## config.mk

```make
export PLATFORM = sky130hd
export DESIGN_NAME = evif_regs
export DESIGN_NICKNAME = d
export VERILOG_FILES = /design/src/evif_pkg.sv /design/src/evif_grp_if.sv /design/src/evif_regs.sv /design/src/evif_flag_grp.sv /design/src/evif_prio_enc.sv
export SDC_FILE = /design/constraint.sdc
export NUM_CORES = 1
export LEC_CHECK = 0
export ABC_AREA = 1
export BUFFER_PORTS_ARGS = -buffer_cell sky130_fd_sc_hd__buf_2
export CAP_MARGIN = 40
export CORE_ASPECT_RATIO = 0.75
export CORE_MARGIN = 4
export CORE_UTILIZATION = 45
export DETAILED_ROUTE_END_ITERATION = 10
export PLACE_DENSITY = 0.69
export SLEW_MARGIN = 40
export SYNTH_ARGS = -nofsm -noshare
export SYNTH_HDL_FRONTEND = slang
export SYNTH_SLANG_ARGS = --single-unit
```

## constraint.sdc

```tcl
create_clock -name sys_clk_i -period 3.2 [get_ports sys_clk_i]
set_clock_uncertainty 0.2 [all_clocks]
set_input_delay 0.32 -clock sys_clk_i [delete_from_list [all_inputs] [get_ports sys_clk_i]]
set_output_delay 0.32 -clock sys_clk_i [all_outputs]
set_load 0.02 [all_outputs]
```

## src/evif_pkg.sv

```systemverilog
// Constants of the event-unit interrupt flag registers.
//
// Contract
// - Group A bits 15 to 11 read 0 and ignore writes.
// - All flag bits are readable and writable, zero after reset.
// - A read returns 1 for a pending flag, 0 otherwise.
// - Writing 1 clears a flag; writing 0 leaves it alone.
// - Group A bit 10 is the timer 1 overflow flag.
// - Group A bit 9 is the timer 1 underflow flag.
// - Group A bit 8 is the timer 1 compare flag.
// - Group A bit 7 is the timer 1 period flag.
// - Group A bits 6..4 are simple compare 3, 2, 1 flags.
// - Group A bits 3..1 are full compare 3, 2, 1 flags.
// - Group A bit 0 is the power fault flag.
// - Group B: bits 15..8 reserved, timer 3 flags 7..4, timer 2 flags 3..0.
// - An event sets its matching flag bit.
// - Set and enabled flags raise core line two (A) or three (B).
// - Reading a group vector clears the flag it returned.
package evif_pkg;
  localparam int unsigned ADDR_W = 16;
  localparam int unsigned DATA_W = 16;
  localparam int unsigned GRPA_W = 11;
  localparam int unsigned GRPB_W = 8;
  localparam int unsigned VEC_W  = 8;

  // Register offsets
  localparam logic [ADDR_W-1:0] OFS_MASK_A  = 16'h742C;
  localparam logic [ADDR_W-1:0] OFS_MASK_B  = 16'h742D;
  localparam logic [ADDR_W-1:0] OFS_FLAGS_A = 16'h742F;
  localparam logic [ADDR_W-1:0] OFS_FLAGS_B = 16'h7430;
  localparam logic [ADDR_W-1:0] OFS_VEC_A   = 16'h7432;
  localparam logic [ADDR_W-1:0] OFS_VEC_B   = 16'h7433;
  localparam logic [ADDR_W-1:0] OFS_CLR_A   = 16'h7434;
  localparam logic [ADDR_W-1:0] OFS_CLR_B   = 16'h7435;

  // Group A field positions
  localparam int unsigned BIT_POWER_FAULT    = 0;
  localparam int unsigned BIT_FULL_CMP1      = 1;
  localparam int unsigned BIT_FULL_CMP2      = 2;
  localparam int unsigned BIT_FULL_CMP3      = 3;
  localparam int unsigned BIT_SIMPLE_CMP1    = 4;
  localparam int unsigned BIT_SIMPLE_CMP2    = 5;
  localparam int unsigned BIT_SIMPLE_CMP3    = 6;
  localparam int unsigned BIT_T1_PERIOD      = 7;
  localparam int unsigned BIT_T1_COMPARE     = 8;
  localparam int unsigned BIT_T1_UNDERFLOW   = 9;
  localparam int unsigned BIT_T1_OVERFLOW    = 10;
  // Group B field positions
  localparam int unsigned BIT_T2_PERIOD      = 0;
  localparam int unsigned BIT_T2_COMPARE     = 1;
  localparam int unsigned BIT_T2_UNDERFLOW   = 2;
  localparam int unsigned BIT_T2_OVERFLOW    = 3;
  localparam int unsigned BIT_T3_PERIOD      = 4;
  localparam int unsigned BIT_T3_COMPARE     = 5;
  localparam int unsigned BIT_T3_UNDERFLOW   = 6;
  localparam int unsigned BIT_T3_OVERFLOW    = 7;

  // Reset values and vector bases
  localparam logic [DATA_W-1:0] RST_FLAGS  = 16'h0000;
  localparam logic [DATA_W-1:0] RST_MASK   = 16'h0000;
  localparam logic [VEC_W-1:0]  VEC_BASE_A = 8'h20;
  localparam logic [VEC_W-1:0]  VEC_BASE_B = 8'h2B;
  localparam logic [VEC_W-1:0]  VEC_NONE   = 8'h00;
endpackage : evif_pkg

```

## src/evif_grp_if.sv

```systemverilog
// Interface between the register front end and one flag group.
`timescale 1ns/10ps
interface evif_grp_if #(
  parameter int unsigned W = 8
);
  logic [W-1:0] evt;    // Event pulses
  logic [W-1:0] clr;    // Clear requests, one per bit
  logic [W-1:0] flags;  // Current flag state

  modport ctrl (output evt, output clr, input flags);
  modport grp  (input evt, input clr, output flags);
endinterface : evif_grp_if

```

## src/evif_regs.sv

```systemverilog
// Event-unit interrupt flag, mask and vector registers.
//
// Decided for this implementation: the address-and-strobe port.
`timescale 1ns/10ps
module evif_regs (
  input  wire logic                           sys_clk_i,
  input  wire logic                           resetn_i,
  // Register port
  input  wire logic [evif_pkg::ADDR_W-1:0]    addr_i,
  input  wire logic [evif_pkg::DATA_W-1:0]    wr_data_i,
  input  wire logic                           wr_i,
  input  wire logic                           rd_i,
  output logic      [evif_pkg::DATA_W-1:0]    rd_data_o,
  // Event pulses from the timers, compare units and fault input
  input  wire logic [evif_pkg::GRPA_W-1:0]    evt_a_i,
  input  wire logic [evif_pkg::GRPB_W-1:0]    evt_b_i,
  // Interrupt lines
  output logic                                core_irq_line_two_o,
  output logic                                core_irq_line_three_o,
  output logic                                irq_o
);
  import evif_pkg::*;

  evif_grp_if #(.W(GRPA_W)) grp_a ();
  evif_grp_if #(.W(GRPB_W)) grp_b ();

  logic [GRPA_W-1:0] mask_a_r;
  logic [GRPA_W-1:0] mask_a_nxt;
  logic [GRPB_W-1:0] mask_b_r;
  logic [GRPB_W-1:0] mask_b_nxt;
  logic [DATA_W-1:0] rd_data_r;
  logic [DATA_W-1:0] rd_data_nxt;
  logic              irq_a_r;
  logic              irq_a_nxt;
  logic              irq_b_r;
  logic              irq_b_nxt;
  logic              irq_r;
  logic              irq_nxt;

  logic [GRPA_W-1:0] pend_a;
  logic [GRPB_W-1:0] pend_b;
  logic [GRPA_W-1:0] top_a;
  logic [GRPB_W-1:0] top_b;
  logic [4:0]        idx_a;
  logic [4:0]        idx_b;
  logic              any_a;
  logic              any_b;
  logic [VEC_W-1:0]  vec_a;
  logic [VEC_W-1:0]  vec_b;

  // Address match for one strobe
  function automatic logic hit(input logic strobe, input logic [ADDR_W-1:0] a,
                               input logic [ADDR_W-1:0] ofs);
    return strobe && (a == ofs);
  endfunction

  // Vector value, zero when nothing is pending so stray requests are recognisable
  function automatic logic [VEC_W-1:0] vec_of(input logic any, input logic [4:0] idx,
                                               input logic [VEC_W-1:0] base);
    return any ? VEC_W'(base + VEC_W'(idx)) : VEC_NONE;
  endfunction

  // Flags that are both set and enabled
  assign pend_a = grp_a.flags & mask_a_r;
  assign pend_b = grp_b.flags & mask_b_r;

  evif_prio_enc #(.W(GRPA_W)) u_prio_a (
    .pend_i   (pend_a),
    .onehot_o (top_a),
    .index_o  (idx_a),
    .any_o    (any_a)
  );

  evif_prio_enc #(.W(GRPB_W)) u_prio_b (
    .pend_i   (pend_b),
    .onehot_o (top_b),
    .index_o  (idx_b),
    .any_o    (any_b)
  );

  assign vec_a = vec_of(any_a, idx_a, VEC_BASE_A);
  assign vec_b = vec_of(any_b, idx_b, VEC_BASE_B);

  // Event routing; bit positions follow the field constants
  always_comb begin
    grp_a.evt = '0;
    grp_b.evt = '0;
    grp_a.evt[BIT_POWER_FAULT]  = evt_a_i[BIT_POWER_FAULT];
    grp_a.evt[BIT_FULL_CMP1]    = evt_a_i[BIT_FULL_CMP1];
    grp_a.evt[BIT_FULL_CMP2]    = evt_a_i[BIT_FULL_CMP2];
    grp_a.evt[BIT_FULL_CMP3]    = evt_a_i[BIT_FULL_CMP3];
    grp_a.evt[BIT_SIMPLE_CMP1]  = evt_a_i[BIT_SIMPLE_CMP1];
    grp_a.evt[BIT_SIMPLE_CMP2]  = evt_a_i[BIT_SIMPLE_CMP2];
    grp_a.evt[BIT_SIMPLE_CMP3]  = evt_a_i[BIT_SIMPLE_CMP3];
    grp_a.evt[BIT_T1_PERIOD]    = evt_a_i[BIT_T1_PERIOD];
    grp_a.evt[BIT_T1_COMPARE]   = evt_a_i[BIT_T1_COMPARE];
    grp_a.evt[BIT_T1_UNDERFLOW] = evt_a_i[BIT_T1_UNDERFLOW];
    grp_a.evt[BIT_T1_OVERFLOW]  = evt_a_i[BIT_T1_OVERFLOW];
    // timer 2 low nibble, timer 3 high nibble
    grp_b.evt[BIT_T2_PERIOD]    = evt_b_i[BIT_T2_PERIOD];
    grp_b.evt[BIT_T2_COMPARE]   = evt_b_i[BIT_T2_COMPARE];
    grp_b.evt[BIT_T2_UNDERFLOW] = evt_b_i[BIT_T2_UNDERFLOW];
    grp_b.evt[BIT_T2_OVERFLOW]  = evt_b_i[BIT_T2_OVERFLOW];
    grp_b.evt[BIT_T3_PERIOD]    = evt_b_i[BIT_T3_PERIOD];
    grp_b.evt[BIT_T3_COMPARE]   = evt_b_i[BIT_T3_COMPARE];
    grp_b.evt[BIT_T3_UNDERFLOW] = evt_b_i[BIT_T3_UNDERFLOW];
    grp_b.evt[BIT_T3_OVERFLOW]  = evt_b_i[BIT_T3_OVERFLOW];
  end

  // Clear requests from flag writes, clear-register writes and vector reads
  always_comb begin
    grp_a.clr = '0;
    grp_b.clr = '0;
    if (hit(wr_i, addr_i, OFS_FLAGS_A) || hit(wr_i, addr_i, OFS_CLR_A)) begin
      grp_a.clr = wr_data_i[GRPA_W-1:0];
    end
    if (hit(wr_i, addr_i, OFS_FLAGS_B) || hit(wr_i, addr_i, OFS_CLR_B)) begin
      grp_b.clr = wr_data_i[GRPB_W-1:0];
    end
    if (hit(rd_i, addr_i, OFS_VEC_A)) begin
      grp_a.clr = grp_a.clr | top_a;
    end
    if (hit(rd_i, addr_i, OFS_VEC_B)) begin
      grp_b.clr = grp_b.clr | top_b;
    end
  end

  evif_flag_grp #(.W(GRPA_W)) u_grp_a (
    .sys_clk_i (sys_clk_i),
    .resetn_i  (resetn_i),
    .grp       (grp_a.grp)
  );

  evif_flag_grp #(.W(GRPB_W)) u_grp_b (
    .sys_clk_i (sys_clk_i),
    .resetn_i  (resetn_i),
    .grp       (grp_b.grp)
  );

  // Mask registers; reserved bits are simply not stored
  always_comb begin
    mask_a_nxt = mask_a_r;
    mask_b_nxt = mask_b_r;
    if (hit(wr_i, addr_i, OFS_MASK_A)) begin
      mask_a_nxt = wr_data_i[GRPA_W-1:0];
    end
    if (hit(wr_i, addr_i, OFS_MASK_B)) begin
      mask_b_nxt = wr_data_i[GRPB_W-1:0];
    end
  end

  // Read mux; clear registers are write-only and read 0, like unmapped space
  always_comb begin
    rd_data_nxt = '0;
    if (rd_i) begin
      unique case (addr_i)
        OFS_FLAGS_A: rd_data_nxt = DATA_W'(grp_a.flags);
        OFS_FLAGS_B: rd_data_nxt = DATA_W'(grp_b.flags);
        OFS_MASK_A:  rd_data_nxt = DATA_W'(mask_a_r);
        OFS_MASK_B:  rd_data_nxt = DATA_W'(mask_b_r);
        OFS_VEC_A:   rd_data_nxt = DATA_W'(vec_a);
        OFS_VEC_B:   rd_data_nxt = DATA_W'(vec_b);
        default:     rd_data_nxt = '0;
      endcase
    end
  end

  // Interrupt levels; registered, so one cycle behind the flags
  always_comb begin
    irq_a_nxt = any_a;
    irq_b_nxt = any_b;
    irq_nxt   = any_a | any_b;
  end

  // Register stage
  always_ff @(posedge sys_clk_i) begin
    if (!resetn_i) begin
      mask_a_r  <= RST_MASK[GRPA_W-1:0];
      mask_b_r  <= RST_MASK[GRPB_W-1:0];
      rd_data_r <= '0;
      irq_a_r   <= 1'b0;
      irq_b_r   <= 1'b0;
      irq_r     <= 1'b0;
    end else begin
      mask_a_r  <= mask_a_nxt;
      mask_b_r  <= mask_b_nxt;
      rd_data_r <= rd_data_nxt;
      irq_a_r   <= irq_a_nxt;
      irq_b_r   <= irq_b_nxt;
      irq_r     <= irq_nxt;
    end
  end

  assign rd_data_o             = rd_data_r;
  assign core_irq_line_two_o   = irq_a_r;
  assign core_irq_line_three_o = irq_b_r;
  assign irq_o                 = irq_r;
endmodule // evif_regs

```

## src/evif_flag_grp.sv

```systemverilog
// One group of sticky event flags with write-one-to-clear.
`timescale 1ns/10ps
module evif_flag_grp #(
  parameter int unsigned W = 8
) (
  input  wire logic    sys_clk_i,
  input  wire logic    resetn_i,
  evif_grp_if.grp      grp
);
  import evif_pkg::*;

  logic [W-1:0] flags_r;
  logic [W-1:0] flags_nxt;

  // Next flag state
  always_comb begin
    flags_nxt = (flags_r & ~grp.clr) | grp.evt;
  end

  // Flag storage
  always_ff @(posedge sys_clk_i) begin
    if (!resetn_i) begin
      flags_r <= RST_FLAGS[W-1:0];
    end else begin
      flags_r <= flags_nxt;
    end
  end

  assign grp.flags = flags_r;
endmodule // evif_flag_grp

```

## src/evif_prio_enc.sv

```systemverilog
// Picks the lowest-numbered pending bit, which has top priority.
`timescale 1ns/10ps
module evif_prio_enc #(
  parameter int unsigned W = 8
) (
  input  wire logic [W-1:0] pend_i,
  output logic      [W-1:0] onehot_o,
  output logic      [4:0]   index_o,
  output logic              any_o
);
  // Scan downward so the lowest index is taken last and wins
  always_comb begin
    onehot_o = '0;
    index_o  = '0;
    any_o    = 1'b0;
    for (int i = W - 1; i >= 0; i--) begin
      if (pend_i[i]) begin
        onehot_o = '0;
        onehot_o[i] = 1'b1;
        index_o  = 5'(i);
        any_o    = 1'b1;
      end
    end
  end
endmodule // evif_prio_enc

```

---- After elaboration in Yosys (flattened, before gate mapping) ----
Index checks and enable logic that the tools add are counted.
W data, S select, Z words.
storage, ports and cells
  input port bits ......................... 55
  register bits after elaboration ......... 57
  word-level logic and storage cells ...... 104
operators by class
  reduce and logical (&&, ||, !) cells .... 11
  multiplexer cells ....................... 64
  add/sub/neg operators ................... 2
  eq/ne operators ......................... 8
  bitwise logic cells ..................... 11
operators by type and width
  cell                    number
  $mux W11                13
  $eq A16 B15 Y1 const B  8
  $mux W8                 10
  $pmux W11 S6            1
  $mux W4                 11
  $mux W3                 8
  $and A11 B11 Y11        2
  $or A11 B11 Y11         2
  $mux W1                 19
  $and A8 B8 Y8           2
  $or A8 B8 Y8            2
  $add A6 B5 Y7 const A   2
  $mux W7                 2
  $not A11 Y11            1
  $logic_and A1 B1 Y1     8
  $not A8 Y8              1
  $logic_or A1 B1 Y1      2
  $reduce_and A2 Y1       1
  $or A1 B1 Y1            1

---- Longest topological paths before layout ----
  depth after elaboration ................. 17
  gate-level depth with buffers ........... 13

---- Modules after synthesis ----
From an unflattened synthesis, not the netlist that was laid out.
second synthesis, totals
  cell total of the unflattened synthesis .. 594
  area total of the unflattened synthesis .. 3,578.4 um2
modules (own cells, without submodules)
  module                    area an instance (um2)  seq. area each (um2)  times used  cells each
  evif_regs                 2,388.5                 660.6                 1           408
  evif_flag_grp (u_grp_a)   451.7                   220.2                 1           57
  evif_flag_grp (u_grp_b)   294.0                   160.2                 1           41
  evif_prio_enc (u_prio_a)  250.2                   0.0                   1           50
  evif_prio_enc (u_prio_b)  193.9                   0.0                   1           38

---- Worst setup path before layout ----
OpenSTA, ideal clock, no wires.
  path type ............................... input port to flip-flop
  start ................................... input addr_i[11] (netlist name)
  end ..................................... register u_grp_a.flags_r[7], in the netlist u_grp_a.grp.flags[7]
  buffers on the path ..................... 1
  stages .................................. 9
  data arrival time ....................... 1.293 ns
  slack ................................... 1.575 ns
  cells stage by stage .................... inv_1 nand2_1 nor2_1 nand2_1 nor2_1 clkbuf_1 nand3_1 nand3_1 a21oi_1
on the way
  cells in the longest elaborated chain, start to end .. 9
  elaborated cells on any way between the ends .. 13
ends and longest elaborated chain
  element               line                 RTL
  from (decl)           evif_regs.sv:9       input wire logic [evif_pkg::ADDR_W-1:0] addr_i,
  $eq A16 B15 Y1        evif_regs.sv:54      return strobe && (a == ofs);
  $logic_and A1 B1 Y1   evif_regs.sv:54
  $logic_or A1 B1 Y1    evif_regs.sv:114     if (hit(wr_i, addr_i, OFS_FLAGS_A) || hit(wr_i, addr_i, OFS_CLR_A)) begin
  $mux W11              evif_regs.sv:114
  $or A11 B11 Y11       evif_regs.sv:121     grp_a.clr = grp_a.clr | top_a;
  $mux W11 *            evif_regs.sv:120     if (hit(rd_i, addr_i, OFS_VEC_A)) begin
  $not A11 Y11 *        evif_flag_grp.sv:17  flags_nxt = (flags_r & ~grp.clr) | grp.evt;
  $and A11 B11 Y11 *    evif_flag_grp.sv:17
  $or A11 B11 Y11 *     evif_flag_grp.sv:17
  to (signal assigned)  evif_flag_grp.sv:23  flags_r <= RST_FLAGS[W-1:0];
  to (signal assigned)  evif_flag_grp.sv:25  flags_r <= flags_nxt;
  to (decl)             evif_flag_grp.sv:12  logic [W-1:0] flags_r;
Mark *: on every way between the ends. The rest lies on a longest branch, timed or not.
A chain may end at the register's enable or synchronous reset.

---- Worst setup path in the final report ----
  start ................................... register mask_b_r[0]
  end ..................................... register rd_data_r[5], in the netlist rd_data_o[5]
on the way
  cells in the longest elaborated chain, start to end .. 5
  elaborated cells on any way between the ends .. 6
ends and longest elaborated chain
  element                 line                 RTL
  from (decl)             evif_regs.sv:29      logic [GRPB_W-1:0] mask_b_r;
  from (signal assigned)  evif_regs.sv:179     mask_b_r <= RST_MASK[GRPB_W-1:0];
  from (signal assigned)  evif_regs.sv:186     mask_b_r <= mask_b_nxt;
  $and A8 B8 Y8 *         evif_regs.sv:65      assign pend_b = grp_b.flags & mask_b_r;
  $mux W3                 evif_prio_enc.sv:17  if (pend_i[i]) begin
  $add A6 B5 Y7           evif_regs.sv:60      return any ? VEC_W'(base + VEC_W'(idx)) : VEC_NONE;
  $mux W7 *               evif_regs.sv:60
  $pmux W11 S6 *          evif_regs.sv:156     unique case (addr_i)
  to (signal assigned)    evif_regs.sv:187     rd_data_r <= rd_data_nxt;
  to (decl)               evif_regs.sv:31      logic [DATA_W-1:0] rd_data_r;
Marked as above.

==> results.md <==
- The number of levels in the clock H-tree is 2.
- At the worst endpoint, the required time is 3.20 ns.
- The most frequent standard cell in the layout excluding fill and tap cells is sky130_fd_sc_hd__nand2_1.
- Across the run, the number of max-cap violations was 0.
- The total overflow reported by the global router is 0.
- The critical path runs through a total of 10 cells.
- On the final layout, the worst hold slack is 0.03191 ns.
- The number of clock buffers added by TritonCTS is 5.
- Once the clock tree was built, the setup fixing pass inserted 0 buffers.
- The worst setup path category is reg2reg.
- The post-route antenna net violation count is 0.
- The post-layout total power is 1179 uW.
- Yosys printed 0 warnings.
- Grouping stages by cell kind, the critical path spends the most delay in simple AND/OR/NAND/NOR gates.
- The largest driver fanout on the critical path is 9.
- Pin placement for this block handled 74 I/O pins.
- The power density over the cells is 335.4 mW/mm^2.
- TritonCTS built the clock tree.
- Measured along the y axis, the die boundary spans 79.86 um.
- The tree is rooted in a sky130_fd_sc_hd__clkbuf_8.
- The number of antenna diodes in the final layout is 0.
- In the layout the commonest cells are sky130_fd_sc_hd__nand2_1, sky130_fd_sc_hd__inv_1, sky130_fd_sc_hd__nand3_1.
- The average instance in the mapped netlist occupies 6.297 um^2.
- Across every metal layer, demand over resource in global routing totals 0.2161.
- The number of slew-limit violations in the final report is 0.
- The floorplan step defined a die boundary enclosing 0.008290 mm^2.
- The worst register-to-register path ends at rd_data_o[5].
- The count of buffer and inverter cells on the critical path is 2.
- Input and output buffers added on the ports amount to 63.
- The maximum ir drop on the vdd rail is 0.0001715 V.
- The die is 103.8 um wide.
- The region available for standard cell placement spans 0.006475 mm^2.
- The flow ran to the end, and the final reports show no timing, DRC or antenna violations.
- Setup repair after global routing left no endpoint under its margin.
- Subtracting the final worst setup slack from the clock period gives 2.184 ns.
- The first detailed-routing pass ran for 6 iterations.
- The largest net degree at the start of global routing is 23.
- The initial detailed-routing violation count is 262.
- The fill cell instance count of the final layout is 698.
- The number of setup violations in the final report is 0.
- The first global-routing pass estimated 14.52 mm of wire.
- The number of clock sinks is 52.
- For flop-to-flop paths, the worst setup slack is 1.02 ns.
- The cell depth of the worst flop-to-flop path is 10.
- Summed over all cells, the static leakage comes to 0.001762 uW.
- Of the available clock period, the critical path in the final layout requires 0.6824.
- The highest-delay cell along the critical path is sky130_fd_sc_hd__dfxtp_1.
- The initial utilization of the core area, before any placement, comes to 0.4785.
- The estimated wirelength of the detail-placed design is 6.888 mm.
- In this design, the critical path's most frequently occurring cell is sky130_fd_sc_hd__nand2_1.
- The routed layout has 3406 vias.
- Using the TritonRoute via totals, the vias-per-cell ratio works out to 5.415.
- Synthesis instantiated 25 different standard cells from the library.
- Routability-driven placement finished with a final weighted congestion of 0.9760.
- Setup total negative slack on the finished layout was measured at 0 ns.
- STA classifies the critical path startpoint as a flop.
- The sequential area share after synthesis is 0.3360.
- At the end of the flow the core is filled with cells to 0.5430.
- The pin slew with the least headroom to its limit is 0.7301 ns.
- For the worst-skew pair, the clock arrives at the later sink with an insertion delay of 0.31 ns.
- The worst relative slew slack is 0.5127.
- The timing endpoint of the critical path is rd_data_o[5].
- The number of failing hold endpoints at the final stage is 0.
- In this design, the stage delay of the slowest critical-path cell is 0.37 ns.
- The cell area that synthesis handed to floorplanning was 0.003098 mm^2.
- After floorplanning, the core was divided into 25 placement rows.
- The routed design has 9.149 mm of wire.
- The via count of the first global-routing pass came to 3008.
- Dividing the detail-routed wire length by the instance count gives 14.55 um.
- The maximum clock frequency is 0.4579 GHz.
- The initial antenna violation count is 0.
- The count of state elements after synthesis is 52.
- Of the cells placed in the final design, the portion with a size suffix greater than 1 is 0.1734.
- The number of instances in the synthesized netlist is 492.
- The area added between synthesis and finish is 13.49%.
- The number of hold buffers added after CTS is 0.
- After the last flow step, the layout net total stands at 602.
- The number of gates resized after cts is 0.
- The type of the most critical hold path is in2reg.
- The worst setup path is captured at a flop.
- Walking the worst path, the cells encountered are nand2_2, nand2_1, nor2_2, inv_1, nor2_2, inv_1, nand2_1, nand2_1, nor3_1, nor2_1.
- After clock tree synthesis, the clock-pin slew on the worst setup and hold paths is 0.10 ns.
- Data arrives at the worst endpoint at 2.18 ns.
- The launch point of the worst path is mask_b_r[0].
- The number of buffers on the longest clock path is 2.
- The startpoint identified for the worst register-to-register timing path is mask_b_r[0].
- In the routed design, unresolved DRC markers number 0.
-- flip-flops by register name, indices dropped and copies added (netlist names) --
signal / flops
mask_b_r: 8
irq_o: 1
mask_a_r: 11
core_irq_line_two_o: 1
rd_data_o: 11
core_irq_line_three_o: 1
u_grp_b.grp.flags: 8
u_grp_a.grp.flags: 11
-- synth_stat cells --
master / count / share of area
sky130_fd_sc_hd__buf_6: 2 / 0.0073
sky130_fd_sc_hd__nand2_4: 1 / 0.0036
sky130_fd_sc_hd__o21ai_0: 29 / 0.047
sky130_fd_sc_hd__conb_1: 1 / 0.0012
sky130_fd_sc_hd__clkbuf_1: 8 / 0.0097
sky130_fd_sc_hd__nand4_1: 31 / 0.063
sky130_fd_sc_hd__nand2_1: 98 / 0.12
sky130_fd_sc_hd__a21oi_1: 43 / 0.069
sky130_fd_sc_hd__dfxtp_1: 52 / 0.34
sky130_fd_sc_hd__nand3b_1: 2 / 0.0048
sky130_fd_sc_hd__o211ai_1: 1 / 0.0024
sky130_fd_sc_hd__nor2_4: 4 / 0.015
sky130_fd_sc_hd__a31oi_1: 1 / 0.0020
sky130_fd_sc_hd__nand3_2: 2 / 0.0065
sky130_fd_sc_hd__nand3_1: 67 / 0.11
sky130_fd_sc_hd__nand2_2: 3 / 0.0061
sky130_fd_sc_hd__nor3_1: 5 / 0.0081
sky130_fd_sc_hd__buf_2: 3 / 0.0048
sky130_fd_sc_hd__nand3_4: 1 / 0.0057
sky130_fd_sc_hd__buf_1: 1 / 0.0012
sky130_fd_sc_hd__nor2_1: 44 / 0.053
sky130_fd_sc_hd__inv_2: 4 / 0.0048
sky130_fd_sc_hd__nor2_2: 4 / 0.0081
sky130_fd_sc_hd__buf_4: 9 / 0.022
sky130_fd_sc_hd__inv_1: 76 / 0.092
-- worst min-delay path by stage --
stage / endpoint / start / slack, ns / depth (start not counted)
global placement: mask_a_r[10] / mask_a_r[10] / 0.25 / 2
finish: u_grp_b.grp.flags[5] / evt_b_i[5] / 0.03 / 3
global route: u_grp_b.grp.flags[7] / evt_b_i[7] / 0.03 / 3
detailed placement: mask_a_r[10] / mask_a_r[10] / 0.26 / 2
floorplan: mask_a_r[10] / mask_a_r[10] / 0.24 / 2
CTS: u_grp_b.grp.flags[6] / evt_b_i[6] / 0.03 / 3
-- worst register-to-register path: stages, from the launching register on --
cell and delay, ns:
sky130_fd_sc_hd__dfxtp_1 0.37, sky130_fd_sc_hd__nand2_2 0.19, sky130_fd_sc_hd__nand2_1 0.12, sky130_fd_sc_hd__nor2_2 0.18, sky130_fd_sc_hd__inv_1 0.09, sky130_fd_sc_hd__nor2_2 0.25
sky130_fd_sc_hd__inv_1 0.09, sky130_fd_sc_hd__nand2_1 0.10, sky130_fd_sc_hd__nand2_1 0.06, sky130_fd_sc_hd__nor3_1 0.35, sky130_fd_sc_hd__nor2_1 0.08
-- kinds of logic after synthesis --
family / share of synthesized area
flip-flops: 0.3360
buffers and inverters: 0.1418
AO/OA/AOI/OAI: 0.1208
AND/OR/NAND/NOR: 0.4002
other: 0.001210
-- routing by layer --
metal,share of wire,GRT usage,vias to the layer above
met5,0,0,-
met4,0.012,0.04515,0
met3,0.087,0.03961,15
met2,0.42,0.3405,167
met1,0.48,0.3089,1523
li1,-,-,1701
-- cell type report --
class                      instances  area (um^2)  area share
clock buffer                       5        68.82     0.01957
clock inverter                     3        23.77    0.006762
inverter                          80        300.3     0.08541
multi-input combinational        341         1635      0.4651
sequential                        52         1041      0.2961
tap                               81        101.3     0.02883
timing repair buffer              67        345.3     0.09822
-- stage by stage --
step	cell area, um^2	setup WS [ns]	std cells
2_1_floorplan	3113	1.575	496
3_3_place_gp	3421	1.031	621
3_5_place_dp	3421	0.9751	621
4_1_cts	3513	1.107	629
5_1_grt	3516	0.9184	629
6_report	3516	1.016	629
-- where the power goes --
part	switching, uW	internal [uW]
clock	234	155
combinational	68.6	41.6
sequential	15.7	664
total	318	861
Power figures use the tool's default switching activity.
